===== config.mk =====
export PLATFORM = sky130hd
export DESIGN_NAME = drive_port_select_decoder
export DESIGN_NICKNAME = d
export VERILOG_FILES = /design/src/core/dpsd_pkg.sv /design/src/core/dpsd_match_if.sv /design/src/core/drive_port_select_decoder.sv /design/src/core/dpsd_addr_match.sv
export SDC_FILE = /design/constraint.sdc
export NUM_CORES = 1
export LEC_CHECK = 0
export ABC_AREA = 1
export ABC_CLOCK_PERIOD_IN_PS = 1600
export BUFFER_PORTS_ARGS = -buffer_cell sky130_fd_sc_hd__buf_2
export CORE_AREA = 10 10 47 49
export DETAILED_ROUTE_END_ITERATION = 10
export DIE_AREA = 0 0 57 59
export PLACE_DENSITY = 0.82
export SKIP_CTS_REPAIR_TIMING = 1
export SYNTH_ARGS = -nofsm -noshare
export SYNTH_HDL_FRONTEND = slang
export SYNTH_SLANG_ARGS = --single-unit

===== constraint.sdc =====
create_clock -name clock -period 1.6 [get_ports clock]
set_input_delay 0.16 -clock clock [delete_from_list [all_inputs] [get_ports clock]]
set_output_delay 0.16 -clock clock [all_outputs]
set_load 0.02 [all_outputs]

===== src/core/dpsd_pkg.sv =====
`default_nettype none

package dpsd_pkg;

    // ------------------------------------------------------------
    // Address decode table
    // ------------------------------------------------------------
    // Host I/O address width on the expansion bus
    localparam int DPSD_ADDR_W = 10;
    // Number of decoded address windows
    localparam int DPSD_NUM_RANGES = 5;

    // Window indices into the hit vector
    localparam int DPSD_HIT_PRI_CMD = 0; // 1F0H-1F7H
    localparam int DPSD_HIT_PRI_CTL = 1; // 3F6H-3F7H
    localparam int DPSD_HIT_SEC_CMD = 2; // 170H-177H
    localparam int DPSD_HIT_SEC_CTL = 3; // 376H-377H
    localparam int DPSD_HIT_NARROW = 4;  // 320H-323H

    // Window base addresses, index 0 in the low slot
    localparam logic [DPSD_NUM_RANGES-1:0][DPSD_ADDR_W-1:0] DPSD_MATCH_BASE = {
        10'h320, 10'h376, 10'h170, 10'h3F6, 10'h1F0
    };
    // Low address bits ignored by each window
    localparam logic [DPSD_NUM_RANGES-1:0][1:0] DPSD_MATCH_LOW = {
        2'h2, 2'h1, 2'h3, 2'h1, 2'h3
    };
    // Address bit that splits 3F6/3F7 (and 376/377)
    localparam int DPSD_CTL_SUB_BIT = 0;

    // ------------------------------------------------------------
    // Reset values
    // ------------------------------------------------------------
    localparam logic DPSD_SEL_IDLE = 1'b1;    // Active-low selects parked high
    localparam logic DPSD_OE_IDLE = 1'b1;     // Active-low enables parked high
    localparam logic DPSD_DATA_RESET = 1'b0;  // Bit-7 data idle value
    localparam logic DPSD_STRAP_RESET = 1'b0; // Primary set until strap taken

    // Strap capture sequencer
    typedef enum logic {
        DPSD_CAPTURE,
        DPSD_RUN
    } dpsd_strap_state_t;

endpackage : dpsd_pkg

`default_nettype wire


===== src/core/dpsd_match_if.sv =====
`default_nettype none

// ------------------------------------------------------------
// Address match carrier between the top and the decoder
// ------------------------------------------------------------
interface dpsd_match_if;
    import dpsd_pkg::*;

    logic [DPSD_ADDR_W-1:0] addr;      // Host address
    logic addr_valid;                  // Address qualifies for I/O decode
    logic [DPSD_NUM_RANGES-1:0] hit;   // One bit per window

    // Top drives address, reads hits
    modport requester (
        output addr,
        output addr_valid,
        input hit
    );
    // Decoder reads address, drives hits
    modport decoder (
        input addr,
        input addr_valid,
        output hit
    );
endinterface : dpsd_match_if

`default_nettype wire


===== src/core/drive_port_select_decoder.sv =====
// How it works
// [RULE1] Upper enable: wide mode, flag low, cmd range
// [RULE2] Upper enable never asserted in narrow mode
// [RULE3] Command select: cmd range, or 320H-323H narrow
// [RULE4] Control select: 3F6/3F7 or 376/377 ranges
// [RULE5] Wide flag low means sixteen-bit transfer
// [RULE6] Narrow mode: flag pin is DMA ack
// [RULE7] Bit 7 buffered: cmd, 3F6 both ways, 3F7 write
// [RULE8] Read of 3F7 returns disk-change bit
// [RULE9] Narrow mode: bit-7 path stays idle
// [RULE10] Address strap latched at reset, then held
// [RULE11] Lower enable: cmd/ctl ranges in wide mode, 320H-323H or DMA in narrow
// [RULE12] Disabled port keeps selects and enables off
`default_nettype none

module drive_port_select_decoder (
    // Clock and reset
    input wire logic clock,
    input wire logic rst_n,
    // Configuration
    input wire logic port_enable,
    input wire logic sixteen_bit_host_mode,
    input wire logic drive_addr_strap,
    // Host bus address and strobes
    input wire logic [dpsd_pkg::DPSD_ADDR_W-1:0] host_addr,
    input wire logic host_aen,
    input wire logic host_ior_n,
    input wire logic host_iow_n,
    // Host data bit 7, two-way
    input wire logic host_d7_in,
    output logic host_d7_out,
    output logic host_d7_oe_n,
    // Floppy disk-change status
    input wire logic disk_change,
    // Drive side flag pin, shared with DMA acknowledge
    input wire logic wide_transfer_flag_n,
    // Drive selects and byte enables
    output logic drive_cmd_select_n,
    output logic drive_ctl_select_n,
    output logic drive_upper_byte_enable_n,
    output logic drive_lower_byte_enable_n,
    // Drive data bit 7, two-way
    input wire logic drive_data_bit7_in,
    output logic drive_data_bit7_out,
    output logic drive_data_bit7_oe_n,
    // Status
    output logic secondary_set
);
    import dpsd_pkg::*;

    // ------------------------------------------------------------
    // Address decode
    // ------------------------------------------------------------
    // Each window compares only the address bits above its size
    dpsd_match_if match_bus ();  // Carrier to the decoder

    assign match_bus.addr = host_addr;
    // Only CPU cycles decode; DMA cycles raise AEN
    assign match_bus.addr_valid = !host_aen;

    dpsd_addr_match u_match (
        .bus (match_bus.decoder)
    );

    // ------------------------------------------------------------
    // Reset-time strap sample
    // ------------------------------------------------------------
    logic strap_pin_reg;  // Strap pin level at the last edge in reset
    logic strap_pin_next;

    // Follow the pin only while reset is low, then freeze it
    always_comb begin
        strap_pin_next = strap_pin_reg;
        if (!rst_n) begin
            // The pin may carry other traffic once reset is gone
            strap_pin_next = drive_addr_strap; // [RULE10]
        end
    end

    // Sample flop; no async reset, it must load the pin during reset
    // Reset therefore has to span at least one clock edge
    always_ff @(posedge clock) begin
        strap_pin_reg <= strap_pin_next;
    end

    // ------------------------------------------------------------
    // Strap capture state
    // ------------------------------------------------------------
    dpsd_strap_state_t strap_state_reg; // Capture or run
    dpsd_strap_state_t strap_state_next;
    logic strap_reg;                    // Latched address strap
    logic strap_next;

    // Strap capture next state
    always_comb begin
        strap_state_next = strap_state_reg;
        strap_next = strap_reg;
        case (strap_state_reg)
            DPSD_CAPTURE: begin
                // First edge after release takes the reset-time sample
                strap_next = strap_pin_reg; // [RULE10]
                strap_state_next = DPSD_RUN;
            end
            DPSD_RUN: begin
                // Held until the next reset
                strap_next = strap_reg; // [RULE10]
            end
            default: begin
                strap_state_next = DPSD_CAPTURE;
            end
        endcase
    end

    // Strap capture registers
    // Reset returns to capture and the primary set
    always_ff @(posedge clock or negedge rst_n) begin
        if (!rst_n) begin
            strap_state_reg <= DPSD_CAPTURE;
            strap_reg <= DPSD_STRAP_RESET;
        end else begin
            strap_state_reg <= strap_state_next;
            strap_reg <= strap_next;
        end
    end

    // ------------------------------------------------------------
    // Window qualification
    // ------------------------------------------------------------
    logic use_secondary;  // Secondary address set selected
    logic wide_mode;      // Sixteen-bit host mode
    logic narrow_mode;    // Eight-bit host mode
    logic cmd_hit;        // Command window of the active set
    logic ctl_hit;        // Control window of the active set
    logic ctl_hi;         // Upper control address (3F7/377)
    logic narrow_hit;     // 320H-323H window
    logic wide_xfer;      // Drive asks for a sixteen-bit transfer
    logic dma_ack;        // Drive DMA acknowledge in narrow mode
    logic host_rd;        // Host read strobe
    logic host_wr;        // Host write strobe

    // Decode qualification
    // Narrow mode reads the flag pin as the DMA acknowledge
    always_comb begin
        use_secondary = strap_reg; // [RULE10]
        wide_mode = sixteen_bit_host_mode;
        narrow_mode = !sixteen_bit_host_mode;
        // Strobes are levels; no edge detect is needed
        host_rd = !host_ior_n;
        host_wr = !host_iow_n;
        // Pick the window pair of the strapped address set
        if (use_secondary) begin
            cmd_hit = match_bus.hit[DPSD_HIT_SEC_CMD];
            ctl_hit = match_bus.hit[DPSD_HIT_SEC_CTL];
        end else begin
            cmd_hit = match_bus.hit[DPSD_HIT_PRI_CMD];
            ctl_hit = match_bus.hit[DPSD_HIT_PRI_CTL];
        end
        // Narrow mode uses the primary control pair only
        if (narrow_mode) begin
            ctl_hit = match_bus.hit[DPSD_HIT_PRI_CTL]; // [RULE4]
        end
        ctl_hi = host_addr[DPSD_CTL_SUB_BIT];
        narrow_hit = match_bus.hit[DPSD_HIT_NARROW];
        // Flag pin meaning depends on host mode
        wide_xfer = wide_mode && !wide_transfer_flag_n; // [RULE5]
        dma_ack = narrow_mode && !wide_transfer_flag_n; // [RULE6]
    end

    // ------------------------------------------------------------
    // Select and enable outputs
    // ------------------------------------------------------------
    logic cmd_sel_reg;   // Command select, active low
    logic cmd_sel_next;
    logic ctl_sel_reg;   // Control select, active low
    logic ctl_sel_next;
    logic upper_en_reg;  // Upper byte enable, active low
    logic upper_en_next;
    logic lower_en_reg;  // Lower byte enable, active low
    logic lower_en_next;

    // Registered outputs lag the address by one cycle
    // That keeps the pins free of decode glitches
    // Select next values
    always_comb begin
        // Defaults park every active-low output high
        cmd_sel_next = DPSD_SEL_IDLE;
        ctl_sel_next = DPSD_SEL_IDLE;
        upper_en_next = DPSD_SEL_IDLE;
        lower_en_next = DPSD_SEL_IDLE;
        if (!port_enable) begin
            // Disabled port: everything parked
            cmd_sel_next = DPSD_SEL_IDLE; // [RULE12]
            ctl_sel_next = DPSD_SEL_IDLE; // [RULE12]
            upper_en_next = DPSD_SEL_IDLE; // [RULE12]
            lower_en_next = DPSD_SEL_IDLE; // [RULE12]
        end else if (wide_mode) begin
            // Sixteen-bit host decode
            cmd_sel_next = !cmd_hit; // [RULE3]
            ctl_sel_next = !ctl_hit; // [RULE4]
            upper_en_next = !(cmd_hit && wide_xfer); // [RULE1]
            lower_en_next = !(cmd_hit || ctl_hit); // [RULE11]
        end else begin
            // Eight-bit host decode; upper enable unused
            cmd_sel_next = !narrow_hit; // [RULE3]
            ctl_sel_next = !ctl_hit; // [RULE4]
            upper_en_next = DPSD_SEL_IDLE; // [RULE2]
            lower_en_next = !(narrow_hit || dma_ack); // [RULE11]
        end
    end

    // Select registers
    // Reset parks every select and enable high
    always_ff @(posedge clock or negedge rst_n) begin
        if (!rst_n) begin
            cmd_sel_reg <= DPSD_SEL_IDLE;
            ctl_sel_reg <= DPSD_SEL_IDLE;
            upper_en_reg <= DPSD_SEL_IDLE;
            lower_en_reg <= DPSD_SEL_IDLE;
        end else begin
            cmd_sel_reg <= cmd_sel_next;
            ctl_sel_reg <= ctl_sel_next;
            upper_en_reg <= upper_en_next;
            lower_en_reg <= lower_en_next;
        end
    end

    // ------------------------------------------------------------
    // Data bit 7 buffer
    // ------------------------------------------------------------
    logic host_d7_reg;       // Value driven to the host
    logic host_d7_next;
    logic host_oe_reg;       // Host pin enable, active low
    logic host_oe_next;
    logic drive_d7_reg;      // Value driven to the drive
    logic drive_d7_next;
    logic drive_oe_reg;      // Drive pin enable, active low
    logic drive_oe_next;
    logic buf_active;        // Bit-7 path allowed at all
    logic rd_to_host;        // Drive bit 7 goes to the host
    logic rd_change;         // Disk-change bit goes to the host
    logic wr_to_drive;       // Host bit 7 goes to the drive

    // Read and write strobes are judged independently
    // Bit-7 direction and source
    always_comb begin
        // Only in sixteen-bit mode with the port on
        buf_active = port_enable && wide_mode; // [RULE9]
        rd_to_host = buf_active && host_rd && (cmd_hit || (ctl_hit && !ctl_hi)); // [RULE7]
        rd_change = buf_active && host_rd && ctl_hit && ctl_hi; // [RULE8]
        wr_to_drive = buf_active && host_wr && (cmd_hit || ctl_hit); // [RULE7]
        // Defaults release both bit-7 pins
        host_d7_next = DPSD_DATA_RESET;
        host_oe_next = DPSD_OE_IDLE;
        drive_d7_next = DPSD_DATA_RESET;
        drive_oe_next = DPSD_OE_IDLE;
        if (rd_change) begin
            // Read of the upper control address
            host_d7_next = disk_change; // [RULE8]
            host_oe_next = 1'b0;
        end else if (rd_to_host) begin
            // Drive to host copy
            host_d7_next = drive_data_bit7_in; // [RULE7]
            host_oe_next = 1'b0;
        end
        if (wr_to_drive) begin
            // Host to drive copy
            drive_d7_next = host_d7_in; // [RULE7]
            drive_oe_next = 1'b0;
        end
    end

    // Bit-7 registers
    // Reset releases both bit-7 pins
    always_ff @(posedge clock or negedge rst_n) begin
        if (!rst_n) begin
            host_d7_reg <= DPSD_DATA_RESET;
            host_oe_reg <= DPSD_OE_IDLE;
            drive_d7_reg <= DPSD_DATA_RESET;
            drive_oe_reg <= DPSD_OE_IDLE;
        end else begin
            host_d7_reg <= host_d7_next;
            host_oe_reg <= host_oe_next;
            drive_d7_reg <= drive_d7_next;
            drive_oe_reg <= drive_oe_next;
        end
    end

    // ------------------------------------------------------------
    // Output wiring
    // ------------------------------------------------------------
    // Drive selects and byte enables
    assign drive_cmd_select_n = cmd_sel_reg;
    assign drive_ctl_select_n = ctl_sel_reg;
    assign drive_upper_byte_enable_n = upper_en_reg;
    assign drive_lower_byte_enable_n = lower_en_reg;
    // Host side of bit 7
    assign host_d7_out = host_d7_reg;
    assign host_d7_oe_n = host_oe_reg;
    // Drive side of bit 7
    assign drive_data_bit7_out = drive_d7_reg;
    assign drive_data_bit7_oe_n = drive_oe_reg;
    // Latched address set
    assign secondary_set = strap_reg;

endmodule : drive_port_select_decoder

`default_nettype wire


===== src/core/dpsd_addr_match.sv =====
`default_nettype none

module dpsd_addr_match (
    // Match carrier
    dpsd_match_if.decoder bus
);
    import dpsd_pkg::*;

    // ------------------------------------------------------------
    // One comparator per window
    // ------------------------------------------------------------
    for (genvar i = 0; i < DPSD_NUM_RANGES; i++) begin : g_rng
        // Compare only the bits above the window's low bits
        assign bus.hit[i] = bus.addr_valid
            && ((bus.addr >> DPSD_MATCH_LOW[i]) == (DPSD_MATCH_BASE[i] >> DPSD_MATCH_LOW[i]));
    end

endmodule : dpsd_addr_match

`default_nettype wire


## After elaboration in Yosys (flattened, before gate mapping)

Cells that the tools add are included.

| operators by class | value |
|---|---|
| reduce and logical (&&, ||, !) cells | 31 |
| multiplexer cells | 17 |
| eq/ne operators | 5 |

Operator list:

| cell | number |
|---|---|
| 9-bit == test (second input constant) | 2 |
| 1-bit two-way mux | 17 |
| 1-bit logical AND | 16 |
| 7-bit by 6-bit == test with 1-bit output (second input constant) | 2 |
| 1-bit zero test | 12 |
| 8-bit == test (second input constant) | 1 |
| 1-bit logical OR | 3 |

| storage, ports and cells | value |
|---|---|
| output and inout port bits | 9 |
| input port bits | 22 |
| register bits | 11 |

## Longest topological paths before layout

| logic depth | value |
|---|---|
| depth after elaboration | 9 |
| mapped depth | 8 |

## Modules after synthesis

From an unflattened synthesis, not the netlist that was laid out.

| unflattened totals | value |
|---|---|
| cells, all modules | 84 |
| area total of the unflattened synthesis | 615.6 sq um |

Modules (own cells, without submodules):

| module | times used | cells an instance | area an instance (sq um) |
|---|---|---|---|
| drive_port_select_decoder | 1 | 58 | 490.5 |
| dpsd_addr_match | 1 | 26 | 125.1 |

## Worst setup path after synthesis

Ideal clock, no wire load.

| timing path | value |
|---|---|
| path kind | reg-to-reg |
| from | register strap_reg (netlist: secondary_set) |
| to | register drive_d7_reg (netlist: drive_data_bit7_out) |
| data required time | 1531 ps |
| slack | 506 ps |
| path buffers | 0 |
| period minus slack after synthesis | 1094 ps |
| cell stages (with the launch flop) | 8 |
| library setup time | 69 ps |
| arrival | 1026 ps |
| cells stage by stage | dfrtp_1 > inv_1 > nand3_1 > nand2_1 > nand3_1 > nand2_2 > nand2_2 > nor2_2 |

| between the ends | value |
|---|---|
| word-level cells in the longest chain between the ends | 5 |

Ends and longest elaborated chain:

| item | RTL line | RTL |
|---|---|---|
| from (decl) | drive_port_select_decoder.sv:91 | `logic strap_reg;` |
| from (signal assigned) | drive_port_select_decoder.sv:122 | `strap_reg <= strap_next;` |
| 1-bit two-way mux | drive_port_select_decoder.sv:151 | `if (use_secondary) begin` |
| 1-bit two-way mux | drive_port_select_decoder.sv:159 | `if (narrow_mode) begin` |
| 1-bit logical OR * | drive_port_select_decoder.sv:250 | `wr_to_drive = buf_active && host_wr && (cmd_hit \|\| ctl_hit);` |
| 1-bit logical AND * | drive_port_select_decoder.sv:250 |  |
| 1-bit two-way mux * | drive_port_select_decoder.sv:265 | `if (wr_to_drive) begin` |
| net drive_d7_next | drive_port_select_decoder.sv:235 | `logic drive_d7_next;` |
| to (signal assigned) | drive_port_select_decoder.sv:283 | `drive_d7_reg <= drive_d7_next;` |
| to (decl) | drive_port_select_decoder.sv:234 | `logic drive_d7_reg;` |

The timed path passes the listed nets; every way through them passes the cells marked *.
A chain may end at the register's enable or synchronous reset.

## Worst setup path in the final report

| timing path | value |
|---|---|
| from | register strap_reg (netlist: secondary_set) |
| to | register host_d7_reg (netlist: host_d7_out) |

| between the ends | value |
|---|---|
| word-level cells in the longest chain between the ends | 7 |

Ends and longest elaborated chain:

| item | RTL line | RTL |
|---|---|---|
| 1-bit two-way mux | drive_port_select_decoder.sv:151 |  |
| 1-bit two-way mux | drive_port_select_decoder.sv:159 |  |
| 1-bit logical AND | drive_port_select_decoder.sv:248 | `rd_to_host = buf_active && host_rd && (cmd_hit \|\| (ctl_hit && !ctl_hi));` |
| 1-bit logical OR | drive_port_select_decoder.sv:248 |  |
| 1-bit logical AND | drive_port_select_decoder.sv:248 |  |
| 1-bit two-way mux | drive_port_select_decoder.sv:260 | `end else if (rd_to_host) begin` |
| 1-bit two-way mux * | drive_port_select_decoder.sv:256 | `if (rd_change) begin` |
| net host_d7_next | drive_port_select_decoder.sv:231 | `logic host_d7_next;` |
| to (signal assigned) | drive_port_select_decoder.sv:281 | `host_d7_reg <= host_d7_next;` |
| to (decl) | drive_port_select_decoder.sv:230 | `logic host_d7_reg;` |

Marks and branches as above.

==> key figures <==
STA
  • RSZ-0062 raised after global routing: no
  • Final Slew Violations: 0
  • Period Utilization, post-route: 68.75%
  • Fmax achieved: 909.0 MHz
  • Fin. Hold Viols: 0
  • Fin crit period: 1.100 ns
  • Hold slack: 0.07445 ns
  • Setup Skew: 0.0009837 ns
  • Final setup fails: 0
  • Setup TNS: 0 ns

Clock network
  • CTS tree: built
  • Clk buf depth: 2
  • H-tree Lvls: 1
  • CTS Buf Count: 3
  • Worst skew pair latency: 0.25 ns
  • Root buffer cell: clkbuf_4
  • CTS sink count: 11
  • Clk slew on worst S/H paths: about 0.060 ns

Worst setup path
  • Crit Path Class: flip-flop to flip-flop
  • Max stage delay on crit path: 0.41 ns
  • Maximum fanout along the worst path: 4
  • Required time of the critical path: approximately 1.8 ns
  • Crit path DAT: between 1 and 1.5 ns
  • Worst setup path start: secondary_set
  • CP cell instances: inv_1 > nand3_1 > nand2_1 > nand3_1 > nand2_2 > nand3_1 > nand2_1
  • Most used cell, CP: nand3_1
  • Crit end category: flip-flop
  • Worst path slowest cell: dfrtp_1
  • Worst r2r src: secondary_set
  • CP Launch Type: flip-flop

Synthesis
  • Syn Nets: 99
  • Syn Area/Cell: 7.377 sq um
  • Post-synthesis sequential area ratio: 50.66%
  • Synth warn: 0
  • Cell Area, Synth: approximately 570 sq um
  • Gate Count Post-Synth: 77
  • Synth cell types: 15
  • Yosys reg bits: 11

Floorplanning
  • Core ar.: 1401 sq um
  • Effective utilization at floorplan: 40.54%
  • I/O Pins: 31
  • Die Area: 3363 sq um
  • Die width: 57 microns
  • FP Rows: 14
  • Die height: approximately 60 microns

Run
  • Maxcap violations: 0

Power
  • Total power: 562.6 uW
  • IR drop worst, VDD: around 0.28 mV
  • Pleak: 0.0004624 uW
  • PwrDens: 726.4 nW/um^2

Global route
  • Grt ovf: 0
  • Antenna violations before repair: 0
  • Vias in the first global route: 554
  • Total track usage: approximately 8.2%
  • First-pass GRT wire length: 2263 microns
  • Largest net degree at the start of global routing: 12

Run status
  • Status: finished, final reports clean

Route
  • Remaining antenna violation count: 0
  • Average wire per standard cell: 10.39 microns
  • DRT Wirelength: roughly 1300 microns
  • Drt first pass iters: 4
  • Via/cell ratio: 4.414
  • DRC viols: 0
  • Initial DRC Count: 5
  • Via count: 565

Final layout
  • Fin cells: 128
  • Layout fillers: 150
  • Antenna Cells: 0
  • Fraction of layout cells with a size suffix above 1: a little under two fifths
  • Nets: roughly 140
  • Area Growth Syn to Fin: 36.34%

Place
  • Post-DP HPWL: 1213 microns
  • Final GP Congestion: 0.8449
  • Port Buffers: 30
  • Placed cells: 123

Worst hold path
  • Min-Delay Path Class: input pin to flip-flop
  • Worst hold start: port_enable
## cells in the final DEF, fill, tap and decap left out, drive strengths merged
| cell type | count |
|---|---|
| a21oi | 2 |
| nand4 | 2 |
| buf | 30 |
| nand3 | 7 |
| nor3 | 1 |
| dlygate4sd3 | 1 |
| nand2 | 23 |
| dfstp | 6 |
| dfrtp | 4 |
| nor2 | 13 |
| conb | 1 |
| inv | 15 |
| and2 | 1 |
| edfxtp | 1 |
| or2 | 1 |
| clkbuf | 4 |
## synth_stat cells
cell type / n / area (sq um)
nand2_1: 21 / 78.83
inv_1: 15 / 56.30
nor2_1: 12 / 45.04
nand3_1: 7 / 35.03
dfstp_2: 6 / 157.7
dfrtp_1: 4 / 100.1
a21oi_1: 2 / 10.01
nand2_2: 2 / 12.51
nand4_1: 2 / 12.51
and2_1: 1 / 6.260
conb_1: 1 / 3.750
edfxtp_1: 1 / 30.03
nor2_2: 1 / 6.260
nor3_1: 1 / 5.000
or2_4: 1 / 8.760
## metrics by stage
stage               instance area [sq um]  setup WS [ns]  utilization, %
floorplan                           568.0         0.5057               -
global placement                    738.2         0.5748           52.68
detailed placement                  738.2         0.5165           52.68
CTS                                 764.5         0.5001           54.55
global route                        774.5         0.3730           55.27
finish                              774.5         0.4999           55.27
## kinds of logic (layout without fill, tap and decap cells)
kind of cell | count (synthesis) | in the layout | synth area share (%)
buffers and inverters | 15 | 50 | 9.911
AND/OR/NAND/NOR | 48 | 48 | 37.00
flip-flops | 11 | 11 | 50.66
other | 1 | 1 | 0.6602
AO/OA/AOI/OAI | 2 | 2 | 1.762
## path summary, 6_finish.rpt
| kind | cells past startpoint | slack, ns | to |
|---|---|---|---|
| worst max-delay path | 7 | 0.50 | host_d7_out |
| max in group asynchronous | 2 | 1.06 | drive_upper_byte_enable_n |
| worst max register to register | 7 | 0.50 | host_d7_out |
| worst min-delay path | 2 | 0.07 | drive_ctl_select_n |
| worst min register to register | 1 | 0.46 | secondary_set |
| min in group asynchronous | 2 | 0.29 | drive_data_bit7_out |
## power breakdown
group          switching (uW)  internal (uW)  leakage (uW)
clock                    78.5           96.1     0.0000150
sequential               4.87            293      0.000124
combinational            51.1           38.9      0.000324
## final cells by class
class                   instances  area [sq um]  share of cell area (%)
clock buffers                   4         26.28                   3.393
inverters                      15         56.30                   7.270
multi-input cells              51         224.0                   28.92
flip-flops and latches         11         287.8                   37.16
well taps                      16         20.02                   2.585
repair buffers                 31         160.2                   20.68
## per-layer routing
layer	GRT usage [%]	share of wire (%)	wire, microns	vias to the layer above
li1	-	-	-	299
met1	8.701	41	548	249
met2	12.71	50	667	17
met3	3.433	8.6	114	0
met4	6.040	0	0	0
met5	0	0	0	-
## critical path, delay by kind of cell, from the launching register on
kind,cells,cell delay (ns)
and+or+nand+nor,6,0.54
DFF,1,0.41
buffers and inverters,1,0.09
No activity file was read; power rests on OpenSTA's default activity.
